**config.mk**
```make
export PLATFORM = sky130hd
export DESIGN_NAME = external_interrupt_latch
export DESIGN_NICKNAME = d
export VERILOG_FILES = /design/src/design/ext_int_pkg.sv /design/src/design/ext_int_sync.sv /design/src/design/external_interrupt_latch.sv
export SDC_FILE = /design/constraint.sdc
export NUM_CORES = 1
export LEC_CHECK = 0
export ABC_AREA = 1
export BUFFER_PORTS_ARGS = -buffer_cell sky130_fd_sc_hd__buf_2
export CAP_MARGIN = 30
export CORE_UTILIZATION = 38
export DETAILED_ROUTE_END_ITERATION = 16
export GPL_TIMING_DRIVEN = 0
export HOLD_SLACK_MARGIN = 0.08
export PLACE_DENSITY = 0.9
export SETUP_SLACK_MARGIN = 0.2
export SYNTH_ARGS = -nofsm -noshare
export SYNTH_HDL_FRONTEND = slang
export SYNTH_SLANG_ARGS = --single-unit
```
**constraint.sdc**
```tcl
create_clock -name clock -period 1.7 [get_ports clock]
set_clock_uncertainty 0.15 [all_clocks]
set_input_delay 0.34 -clock clock [delete_from_list [all_inputs] [get_ports clock]]
set_output_delay 0.34 -clock clock [all_outputs]
set_load 0.05 [all_outputs]
```
**src/design/ext_int_pkg.sv**
```systemverilog
package ext_int_pkg;
    // ------------------------------------------------------------------
    // Register map (byte addresses, one word each)
    // ------------------------------------------------------------------
    localparam logic [3:0] STATUS_CONTROL_ADDR = 4'h0;
    localparam logic [3:0] CONFIG_TWO_ADDR = 4'h4;
    localparam logic [3:0] EVENT_STATUS_ADDR = 4'h8;
    localparam logic [3:0] EVENT_MASK_ADDR = 4'hC;
    localparam int ADDR_W = 4;
    localparam int DATA_W = 32;
    // ------------------------------------------------------------------
    // Status and control fields, and the config-two pin enable bit
    // ------------------------------------------------------------------
    localparam int MODE_BIT = 0;
    localparam int MASK_BIT = 1;
    localparam int ACK_BIT = 2;
    localparam int FLAG_BIT = 3;
    localparam int PIN_ENABLE_BIT = 0;
    // ------------------------------------------------------------------
    // Event status fields, shared constants and bus states
    // ------------------------------------------------------------------
    localparam int EV_LATCH_BIT = 0;
    localparam int EV_ACK_BIT = 1;
    localparam int EV_W = 2;
    localparam logic [31:0] ZERO_WORD = 32'h0000_0000;
    localparam logic RESET_BIT = 1'h0;
    typedef enum logic [1:0] {
        BUS_IDLE = 2'b00,
        BUS_DONE = 2'b01
    } bus_state_e;
endpackage

```
**src/design/ext_int_sync.sv**
```systemverilog
`timescale 1ns/10ps
module ext_int_sync (
    input wire logic clock,
    input wire logic rstn,
    input wire logic async_in,
    output logic sync_out
);
    // ------------------------------------------------------------------
    // Two-stage synchroniser; idles high like the pulled-up pin
    // ------------------------------------------------------------------
    logic meta_q;
    always_ff @(posedge clock or negedge rstn) begin
        if (!rstn) begin
            meta_q <= 1'b1;
            sync_out <= 1'b1;
        end else begin
            meta_q <= async_in;
            sync_out <= meta_q;
        end
    end
endmodule

```
**src/design/external_interrupt_latch.sv**
```systemverilog
// Implementation choices: the address map and the Avalon-MM slave port.
`timescale 1ns/10ps
// Function
// - Pin-function enable one routes the pin to the interrupt logic.
// - A falling edge on the enabled pin sets the request latch.
// - A vector fetch of this interrupt clears the latch.
// - Writing one to the acknowledge bit clears the latch.
// - Any reset clears the latch.
// - Falling edges always trigger; mode bit adds low-level triggering.
// - Edge-only: latch stays until fetch, acknowledge or reset.
// - Level mode: clear needs acknowledge and pin high, either order.
// - Level mode: request stays pending while pin remains low.
// - Reset clears latch and mode bit even with pin held low.
// - Mask bit set withholds the request from priority logic.
// - Processor global interrupt mask also blocks the request.
// - Pending flag reads independent of the mask bit.
// - Acknowledge bit is write-only, reads zero, reset clears it.
// - A falling edge after an acknowledge latches a new request.
// - Mask bit is read/write, one disables requests, reset clears.
module external_interrupt_latch (
    input wire logic clock,
    input wire logic rstn,
    input wire logic [ext_int_pkg::ADDR_W-1:0] avs_address,
    input wire logic avs_read,
    input wire logic avs_write,
    input wire logic [ext_int_pkg::DATA_W-1:0] avs_writedata,
    input wire logic [3:0] avs_byteenable,
    output logic [ext_int_pkg::DATA_W-1:0] avs_readdata,
    output logic avs_waitrequest,
    input wire logic ext_int_pin_n,
    input wire logic vector_fetch,
    input wire logic cpu_global_mask,
    output logic irq_request_q,
    output logic vector_ack_q,
    output logic irq_q
);
    // ------------------------------------------------------------------
    // Pin synchronisation and edge detection
    // ------------------------------------------------------------------
    logic pin_sync;
    logic pin_prev_q;
    ext_int_sync u_sync (
        .clock(clock),
        .rstn(rstn),
        .async_in(ext_int_pin_n),
        .sync_out(pin_sync)
    );

    logic pin_enable_q;
    logic mode_q;
    logic mask_q;
    logic latch_q;
    logic [ext_int_pkg::EV_W-1:0] ev_status_q;
    logic [ext_int_pkg::EV_W-1:0] ev_mask_q;
    ext_int_pkg::bus_state_e bus_q;

    // Disabled pin looks permanently high to the interrupt logic.
    wire pin_low = pin_enable_q & ~pin_sync;
    wire prev_low = pin_enable_q & ~pin_prev_q;
    wire falling = pin_low & ~prev_low;

    // ------------------------------------------------------------------
    // Bus decode
    // ------------------------------------------------------------------
    // Each access is answered one cycle after it is presented; the first
    // cycle holds waitrequest high so the strobe takes effect only once.
    wire bus_idle = (bus_q == ext_int_pkg::BUS_IDLE);
    wire wr_go = avs_write & bus_idle;
    wire rd_go = avs_read & bus_idle;
    wire be0 = avs_byteenable[0];
    function automatic logic hit(input logic [ext_int_pkg::ADDR_W-1:0] a,
                                 input logic [ext_int_pkg::ADDR_W-1:0] b);
        return a == b;
    endfunction
    wire sel_sc = hit(avs_address, ext_int_pkg::STATUS_CONTROL_ADDR);
    wire sel_cfg = hit(avs_address, ext_int_pkg::CONFIG_TWO_ADDR);
    wire sel_evs = hit(avs_address, ext_int_pkg::EVENT_STATUS_ADDR);
    wire sel_evm = hit(avs_address, ext_int_pkg::EVENT_MASK_ADDR);
    wire wr_sc = wr_go & be0 & sel_sc;
    wire wr_cfg = wr_go & be0 & sel_cfg;
    wire wr_evs = wr_go & be0 & sel_evs;
    wire wr_evm = wr_go & be0 & sel_evm;
    wire sw_ack = wr_sc & avs_writedata[ext_int_pkg::ACK_BIT];
    wire ack = sw_ack | vector_fetch;

    // ------------------------------------------------------------------
    // Request latch
    // ------------------------------------------------------------------
    // Only a falling edge sets the latch. The low level in level mode is
    // carried by the pending term instead, so an acknowledge that arrives
    // while the pin is still low clears the latch and the request then
    // ends by itself once the pin returns high, in either order.
    wire set_req = falling;
    // Set wins over acknowledge so an edge in the ack cycle is kept.
    wire latch_d = set_req | (latch_q & ~ack);
    // In level mode a low pin keeps the request pending regardless.
    wire pending = latch_q | (mode_q & pin_low);
    wire req_d = pending & ~mask_q & ~cpu_global_mask;

    wire [ext_int_pkg::EV_W-1:0] ev_set = {ack, set_req};
    wire [ext_int_pkg::EV_W-1:0] ev_clr =
        wr_evs ? avs_writedata[ext_int_pkg::EV_W-1:0] : '0;
    wire [ext_int_pkg::EV_W-1:0] ev_status_d =
        ev_set | (ev_status_q & ~ev_clr);

    function automatic logic [31:0] sc_word(input logic f, input logic m,
                                            input logic md);
        logic [31:0] w;
        w = ext_int_pkg::ZERO_WORD;
        w[ext_int_pkg::FLAG_BIT] = f;
        w[ext_int_pkg::MASK_BIT] = m;
        w[ext_int_pkg::MODE_BIT] = md;
        return w; // ACK bit left zero
    endfunction

    logic [31:0] rd_mux;
    always_comb begin
        rd_mux = ext_int_pkg::ZERO_WORD;
        if (sel_sc) begin
            rd_mux = sc_word(pending, mask_q, mode_q);
        end else if (sel_cfg) begin
            rd_mux[ext_int_pkg::PIN_ENABLE_BIT] = pin_enable_q;
        end else if (sel_evs) begin
            rd_mux[ext_int_pkg::EV_W-1:0] = ev_status_q;
        end else if (sel_evm) begin
            rd_mux[ext_int_pkg::EV_W-1:0] = ev_mask_q;
        end
    end

    // ------------------------------------------------------------------
    // Registers
    // ------------------------------------------------------------------
    always_ff @(posedge clock or negedge rstn) begin
        if (!rstn) begin
            latch_q <= ext_int_pkg::RESET_BIT;
            mode_q <= ext_int_pkg::RESET_BIT;
            mask_q <= ext_int_pkg::RESET_BIT;
            pin_enable_q <= ext_int_pkg::RESET_BIT;
            pin_prev_q <= 1'b1;
            irq_request_q <= 1'b0;
            vector_ack_q <= 1'b0;
            ev_status_q <= '0;
            ev_mask_q <= '0;
            irq_q <= 1'b0;
        end else begin
            latch_q <= latch_d;
            pin_prev_q <= pin_sync;
            irq_request_q <= req_d;
            vector_ack_q <= vector_fetch;
            ev_status_q <= ev_status_d;
            irq_q <= |(ev_status_d & ~ev_mask_q);
            if (wr_sc) begin
                mode_q <= avs_writedata[ext_int_pkg::MODE_BIT];
                mask_q <= avs_writedata[ext_int_pkg::MASK_BIT];
            end
            if (wr_cfg) begin
                pin_enable_q <= avs_writedata[ext_int_pkg::PIN_ENABLE_BIT];
            end
            if (wr_evm) begin
                ev_mask_q <= avs_writedata[ext_int_pkg::EV_W-1:0];
            end
        end
    end

    always_ff @(posedge clock or negedge rstn) begin
        if (!rstn) begin
            bus_q <= ext_int_pkg::BUS_IDLE;
            avs_waitrequest <= 1'b1;
            avs_readdata <= ext_int_pkg::ZERO_WORD;
        end else begin
            if (bus_idle && (avs_read || avs_write)) begin
                bus_q <= ext_int_pkg::BUS_DONE;
                avs_waitrequest <= 1'b0;
            end else begin
                bus_q <= ext_int_pkg::BUS_IDLE;
                avs_waitrequest <= 1'b1;
            end
            if (rd_go) begin
                avs_readdata <= rd_mux;
            end
        end
    end
endmodule

```
# Word level (Yosys, flattened, before mapping)
# Index checks and enable logic that the tools add are counted.
# classes
eq_ne	3
muxes	9
bitwise	29
reduce_logical	5
# ops
cell	count
$and A1 B1 Y1	15
$mux W2	5
$eq A4 B4 Y1 const B	2
$not A1 Y1	6
$and A2 B2 Y2	2
$eq A4 B3 Y1 const B	1
$logic_not A4 Y1	1
$mux W1	4
$not A2 Y2	2
$or A1 B1 Y1	3
$logic_not A2 Y1	1
$or A2 B2 Y2	1
$reduce_or A2 Y1	1
$logic_and A1 B1 Y1	1
$logic_or A1 B1 Y1	1
# word_totals
regBits	48
out_inout_bits	36
elab_cells	61

# Logic depth before layout (Yosys ltp)
# depth
word_depth	10
depth_mapped	8
mapped_depth_nobuf	8

# Hierarchy
# Synthesis repeated with hierarchy kept, for this count alone.
# unflattened
hier_cells	121
area_unflattened_um2	1041.0
# by_module_without_submodules
mod	n_inst	cells_per_inst	area_each_um2
external_interrupt_latch	1	119	988.4
ext_int_sync	1	2	52.6

# Least setup slack after synthesis
# No wires, ideal clock.
# synth_path
path_type	register to register
startpoint	register bus_q[0]
endpoint	register irq_q
setup_time_ns	0.116
t_arrival_ns	0.913
setup_slack_ns	0.521
stages_incl_launch_ff	9
period_less_slack_ns	1.179
cell_sequence	dfrtp_1 > inv_1 > nand3_2 > inv_1 > nand3_1 > nand2_1 > nand2_2 > nand2_1 > nand2_1
# synth_between
elab_chain_cells	10
word_cells_on_any_way	13
cone_classes	1 x mux; 10 x bitwise; 2 x reduce/logical
# synth_lines
element	line_no	text
start: declaration	external_interrupt_latch.sv:55	ext_int_pkg::bus_state_e bus_q;
start signal: assignment	external_interrupt_latch.sv:167	bus_q <= ext_int_pkg::BUS_IDLE;
start signal: assignment	external_interrupt_latch.sv:172	bus_q <= ext_int_pkg::BUS_DONE;
start signal: assignment	external_interrupt_latch.sv:175	bus_q <= ext_int_pkg::BUS_IDLE;
$logic_not A2 Y1 *	external_interrupt_latch.sv:67	wire bus_idle = (bus_q == ext_int_pkg::BUS_IDLE);
$and A1 B1 Y1 *	external_interrupt_latch.sv:68	wire wr_go = avs_write & bus_idle;
$and A1 B1 Y1 *	external_interrupt_latch.sv:79, external_interrupt_latch.sv:81	
$and A1 B1 Y1	external_interrupt_latch.sv:81	wire wr_evs = wr_go & be0 & sel_evs;
$mux W2	external_interrupt_latch.sv:102	wr_evs ? avs_writedata[ext_int_pkg::EV_W-1:0] : '0;
$not A2 Y2	external_interrupt_latch.sv:104	ev_set | (ev_status_q & ~ev_clr);
$and A2 B2 Y2	external_interrupt_latch.sv:104	
$or A2 B2 Y2 *	external_interrupt_latch.sv:104	
named net ev_status_d (one bit)	external_interrupt_latch.sv:103	wire [ext_int_pkg::EV_W-1:0] ev_status_d =
$and A2 B2 Y2 *	external_interrupt_latch.sv:151	irq_q <= |(ev_status_d & ~ev_mask_q);
$reduce_or A2 Y1 *	external_interrupt_latch.sv:151	
end signal: assignment	external_interrupt_latch.sv:151	
end: declaration	external_interrupt_latch.sv:35	output logic irq_q
# Mark *: on every way through the listed nets, which the timed path passes. The rest lies on a longest branch.
# A chain may end at the register's enable or synchronous reset.

# Worst setup path after layout
# layout_path
startpoint	register avs_waitrequest
endpoint	output port avs_waitrequest
# layout_lines
element	line_no	text
start: declaration	external_interrupt_latch.sv:29	output logic avs_waitrequest,
start signal: assignment	external_interrupt_latch.sv:168	avs_waitrequest <= 1'b1;
start signal: assignment	external_interrupt_latch.sv:173	avs_waitrequest <= 1'b0;
start signal: assignment	external_interrupt_latch.sv:176	avs_waitrequest <= 1'b1;
# No word-level cell between the ends.

==> flow_summary.yaml <==
setup_path:
  required_ns: 1.21
  critPathCaptureType: "output port"
  crit_family: "flip-flops"
  crit_fanout: 1
  r2r_slack_ns: 0.40
  arrival_ns: 0.97
  critPathKind: "flop to output port"
  worst_setup_path_start_kind: "flop"
  path_buf_inv: 1
  slowest_stage: "dfstp_2"
  critPathMaxStageDelay_ns: 0.55
  worstPathCellList: "buf_8"
cts:
  htree_levels: 1
  clk_transition_reported_paths_ns: 0.10
  clock-sinks: 19
  cts.path.max_buffers: 2
  clk_latency_ns: 0.29
  cts_root_buf: "clkbuf_4"
  cts_tree: "yes"
  cts_buffers: 3
  postCtsSetupBuffers: 0
power_and_ir_drop:
  power_frac_comb_pct: 34.9
  power.share.clock_pct: 18.5
  leakagePower_nw: 0.789
  p_sw_w: 0.000448
  internal-power_w: 0.000723
  switching_share_pct: 38.2
  powerDensity_nw_per_um2: 857
  peakVddDrop_mv: 0.642
  seq_power_share_pct: 46.5
detailed_routing:
  vias: 816
  drc: 0
  first_pass_iters: 3
  viasPerCell: 3.92
  wl_per_cell_um: 8.50
  drt_wl_total_mm: 1.77
  drt.antenna.violating_nets: 0
  drtIter0Drc: 9
placed_design:
  dp_hpwl_mm: 1.46
  gp_congestion: 0.905
  dpl-instance-area_um2: 1290
  numPortBuffers: 21
logic_synthesis:
  yosysMostFrequentCell: "buf_4"
  synthXorXnorAreaFrac_pct: 0
  synth_cell_types: 20
  muxShareOfSynthArea_pct: 0
  yosys.area.top_type: "dfrtp_1"
  ys_ff_latch: 19
  synth_top_family_by_area: "buffers and inverters"
  yosysWarnings: 0
  synthFlopType: "dfrtp_1"
  synthAdderAreaFrac_pct: 0
  synth_compound_area_share_pct: 7.09
  synthCells: 121
  synth_edf_count: 0
  synth-simple-area-share_pct: 20.1
  synth_common_cells: "29 x buf_4, 25 x nand2_1, 15 x dfrtp_1, 15 x inv_1"
  ys_seq_area_share_pct: 46.2
  synth_top_area_share_pct: 36.1
  async_flop_share_pct: 100
  syn_avg_cell_area_um2: 8.60
  synth_area_um2: 1040
  ys_top_cells_by_area: "dfrtp_1 36%, buf_4 21%, dfstp_2 10%, nand2_1 9.0%, inv_1 5.4%"
cells_and_area:
  largest_registers: "avs_readdata: 3 flops, ev_mask_q: 2 flops, ev_status_q: 2 flops"
  nets: 226
  largest_register_ffs: 3
  diodes: 0
  regMostFlops: "avs_readdata"
  drive_gt1_share_pct: 37.1
  fillers: 249
  area_delta_synth_final_pct: 31.1
  fin_area_um2: 1370
timing:
  rsz0062_at_grt: "yes"
  max_freq_ghz: 0.683
  totalNegativeSetupSlack_ns: 0
  period_share_pct: 86.1
  setup_viol: 0
  period_needed_ns: 1.46
  finalHoldViolations: 0
  final_max_slew_viol_count: 0
global_routing:
  grt_overflow_total: 0
  grt_pass1_wl_mm: 2.90
  track_usage_pct: 13.8
  antenna_found_initial: 0
  grt_pass1_vias: 737
  grt_max_degree: 20
floorplanning:
  die_w_um: 54.3
  ios: 83
  core.rowCount: 18
  start_util_pct: 41.3
  die-area_um2: 2950
  design.core.area_um2: 2520
  fp.dieH_um: 54.3
flow_run:
  maxCapViolations: 0
min_path:
  hold_path.class: "input pin to flop"
run_status:
  status: "complete, no violations"
-- final timing paths --
path                                      startpoint                     endpoint  cells past startpoint
min                                 avs_writedata[0]           mode_q$_DFFE_PN0N_                      3
max reg2reg                       bus_q[0]$_DFF_PN0_     ev_mask_q[0]$_DFFE_PN0P_                      6
max                        avs_waitrequest$_DFF_PN1_              avs_waitrequest                      1
max in group asynchronous                       rstn      u_sync.meta_q$_DFF_PN1_                      2
min reg2reg                  u_sync.meta_q$_DFF_PN1_    u_sync.sync_out$_DFF_PN1_                      0
min in group asynchronous                       rstn  avs_readdata[1]$_DFFE_PN0P_                      2
-- repair_timing --
item / in CTS / in global routing
hold buffers: 4 / 0
setup endpoints to repair: 1 / 1
hold endpoints to repair: 18 / 0
resized for setup: 2 / 1
cloned: 0 / 0
-- through the flow --
stage / worst slack, ns / hold WS (ns) / util (%) / cells / power [W]
after floorplan: 0.521 / -0.106 / - / 149 / 0.000876
after global placement: 0.365 / 0.137 / 51.1 / 200 / 0.000936
after detailed placement: 0.350 / 0.151 / 51.1 / 200 / 0.000945
after CTS: 0.224 / 0.139 / 54.0 / 208 / 0.00117
after global routing: 0.181 / 0.130 / 54.1 / 208 / 0.00125
final: 0.236 / 0.145 / 54.1 / 208 / 0.00117
-- placed cells by master (no fill, tap or decap) --
master / count
a21oi_1: 2
buf_4: 29
a31o_2: 1
buf_8: 1
dlygate4sd3_1: 4
conb_1: 29
nand3_1: 6
nand2_2: 3
nand2_1: 25
nand3_2: 1
a22oi_1: 1
clkbuf_4: 3
a21oi_2: 1
dfstp_2: 4
a31oi_1: 1
nor2_4: 2
nor2_2: 1
inv_1: 15
o211ai_1: 1
buf_2: 20
nor2_1: 6
nor3_1: 1
clkbuf_1: 1
dfrtp_1: 15
o21ai_0: 5
-- per-layer routing --
layer | track usage [%] | part of all wire, % | vias to the layer above | wire length [um]
li1 | - | - | 432 | -
met1 | 13.4 | 41 | 355 | 729
met2 | 27.4 | 52 | 29 | 924
met3 | 5.83 | 6.5 | 0 | 115
met4 | 1.28 | 0 | 0 | 0
met5 | 0 | 0 | - | 0
-- power groups by stage --
stage | clock network, W | registers [W] | logic (W)
after floorplan | 0 | 0.000601 | 0.000275
after global routing | 0.000252 | 0.000552 | 0.000442
after global placement | 0 | 0.000549 | 0.000388
after detailed placement | 0 | 0.000552 | 0.000393
final | 0.000217 | 0.000545 | 0.000409
after CTS | 0.000225 | 0.000544 | 0.000405
-- cell families after synthesis --
kind of cell           Yosys count
DFF                             19
AOI/OAI and AO/OA               12
buffers and inverters           44
and+or+nand+nor                 45
other                            1
-- worst register-to-register path: cells and delay by family, from the launching register on --
kind	cells	cell delay [ns]
flip-flops	1	0.38
AO/OA/AOI/OAI	1	0.08
buffers and inverters	2	0.23
AND/OR/NAND/NOR	3	0.34
-- final cells by class --
cell class | count | area, um2 | share of cell area [%]
plain buffers | 29 | 218 | 15.9
clock buffers | 4 | 26.3 | 1.92
inverters | 15 | 56.3 | 4.12
multi-input cells | 86 | 392 | 28.7
flip-flops and latches | 19 | 480 | 35.2
well taps | 30 | 37.5 | 2.75
repair buffers | 25 | 155 | 11.4
No activity file was read; power rests on OpenSTA's default activity.
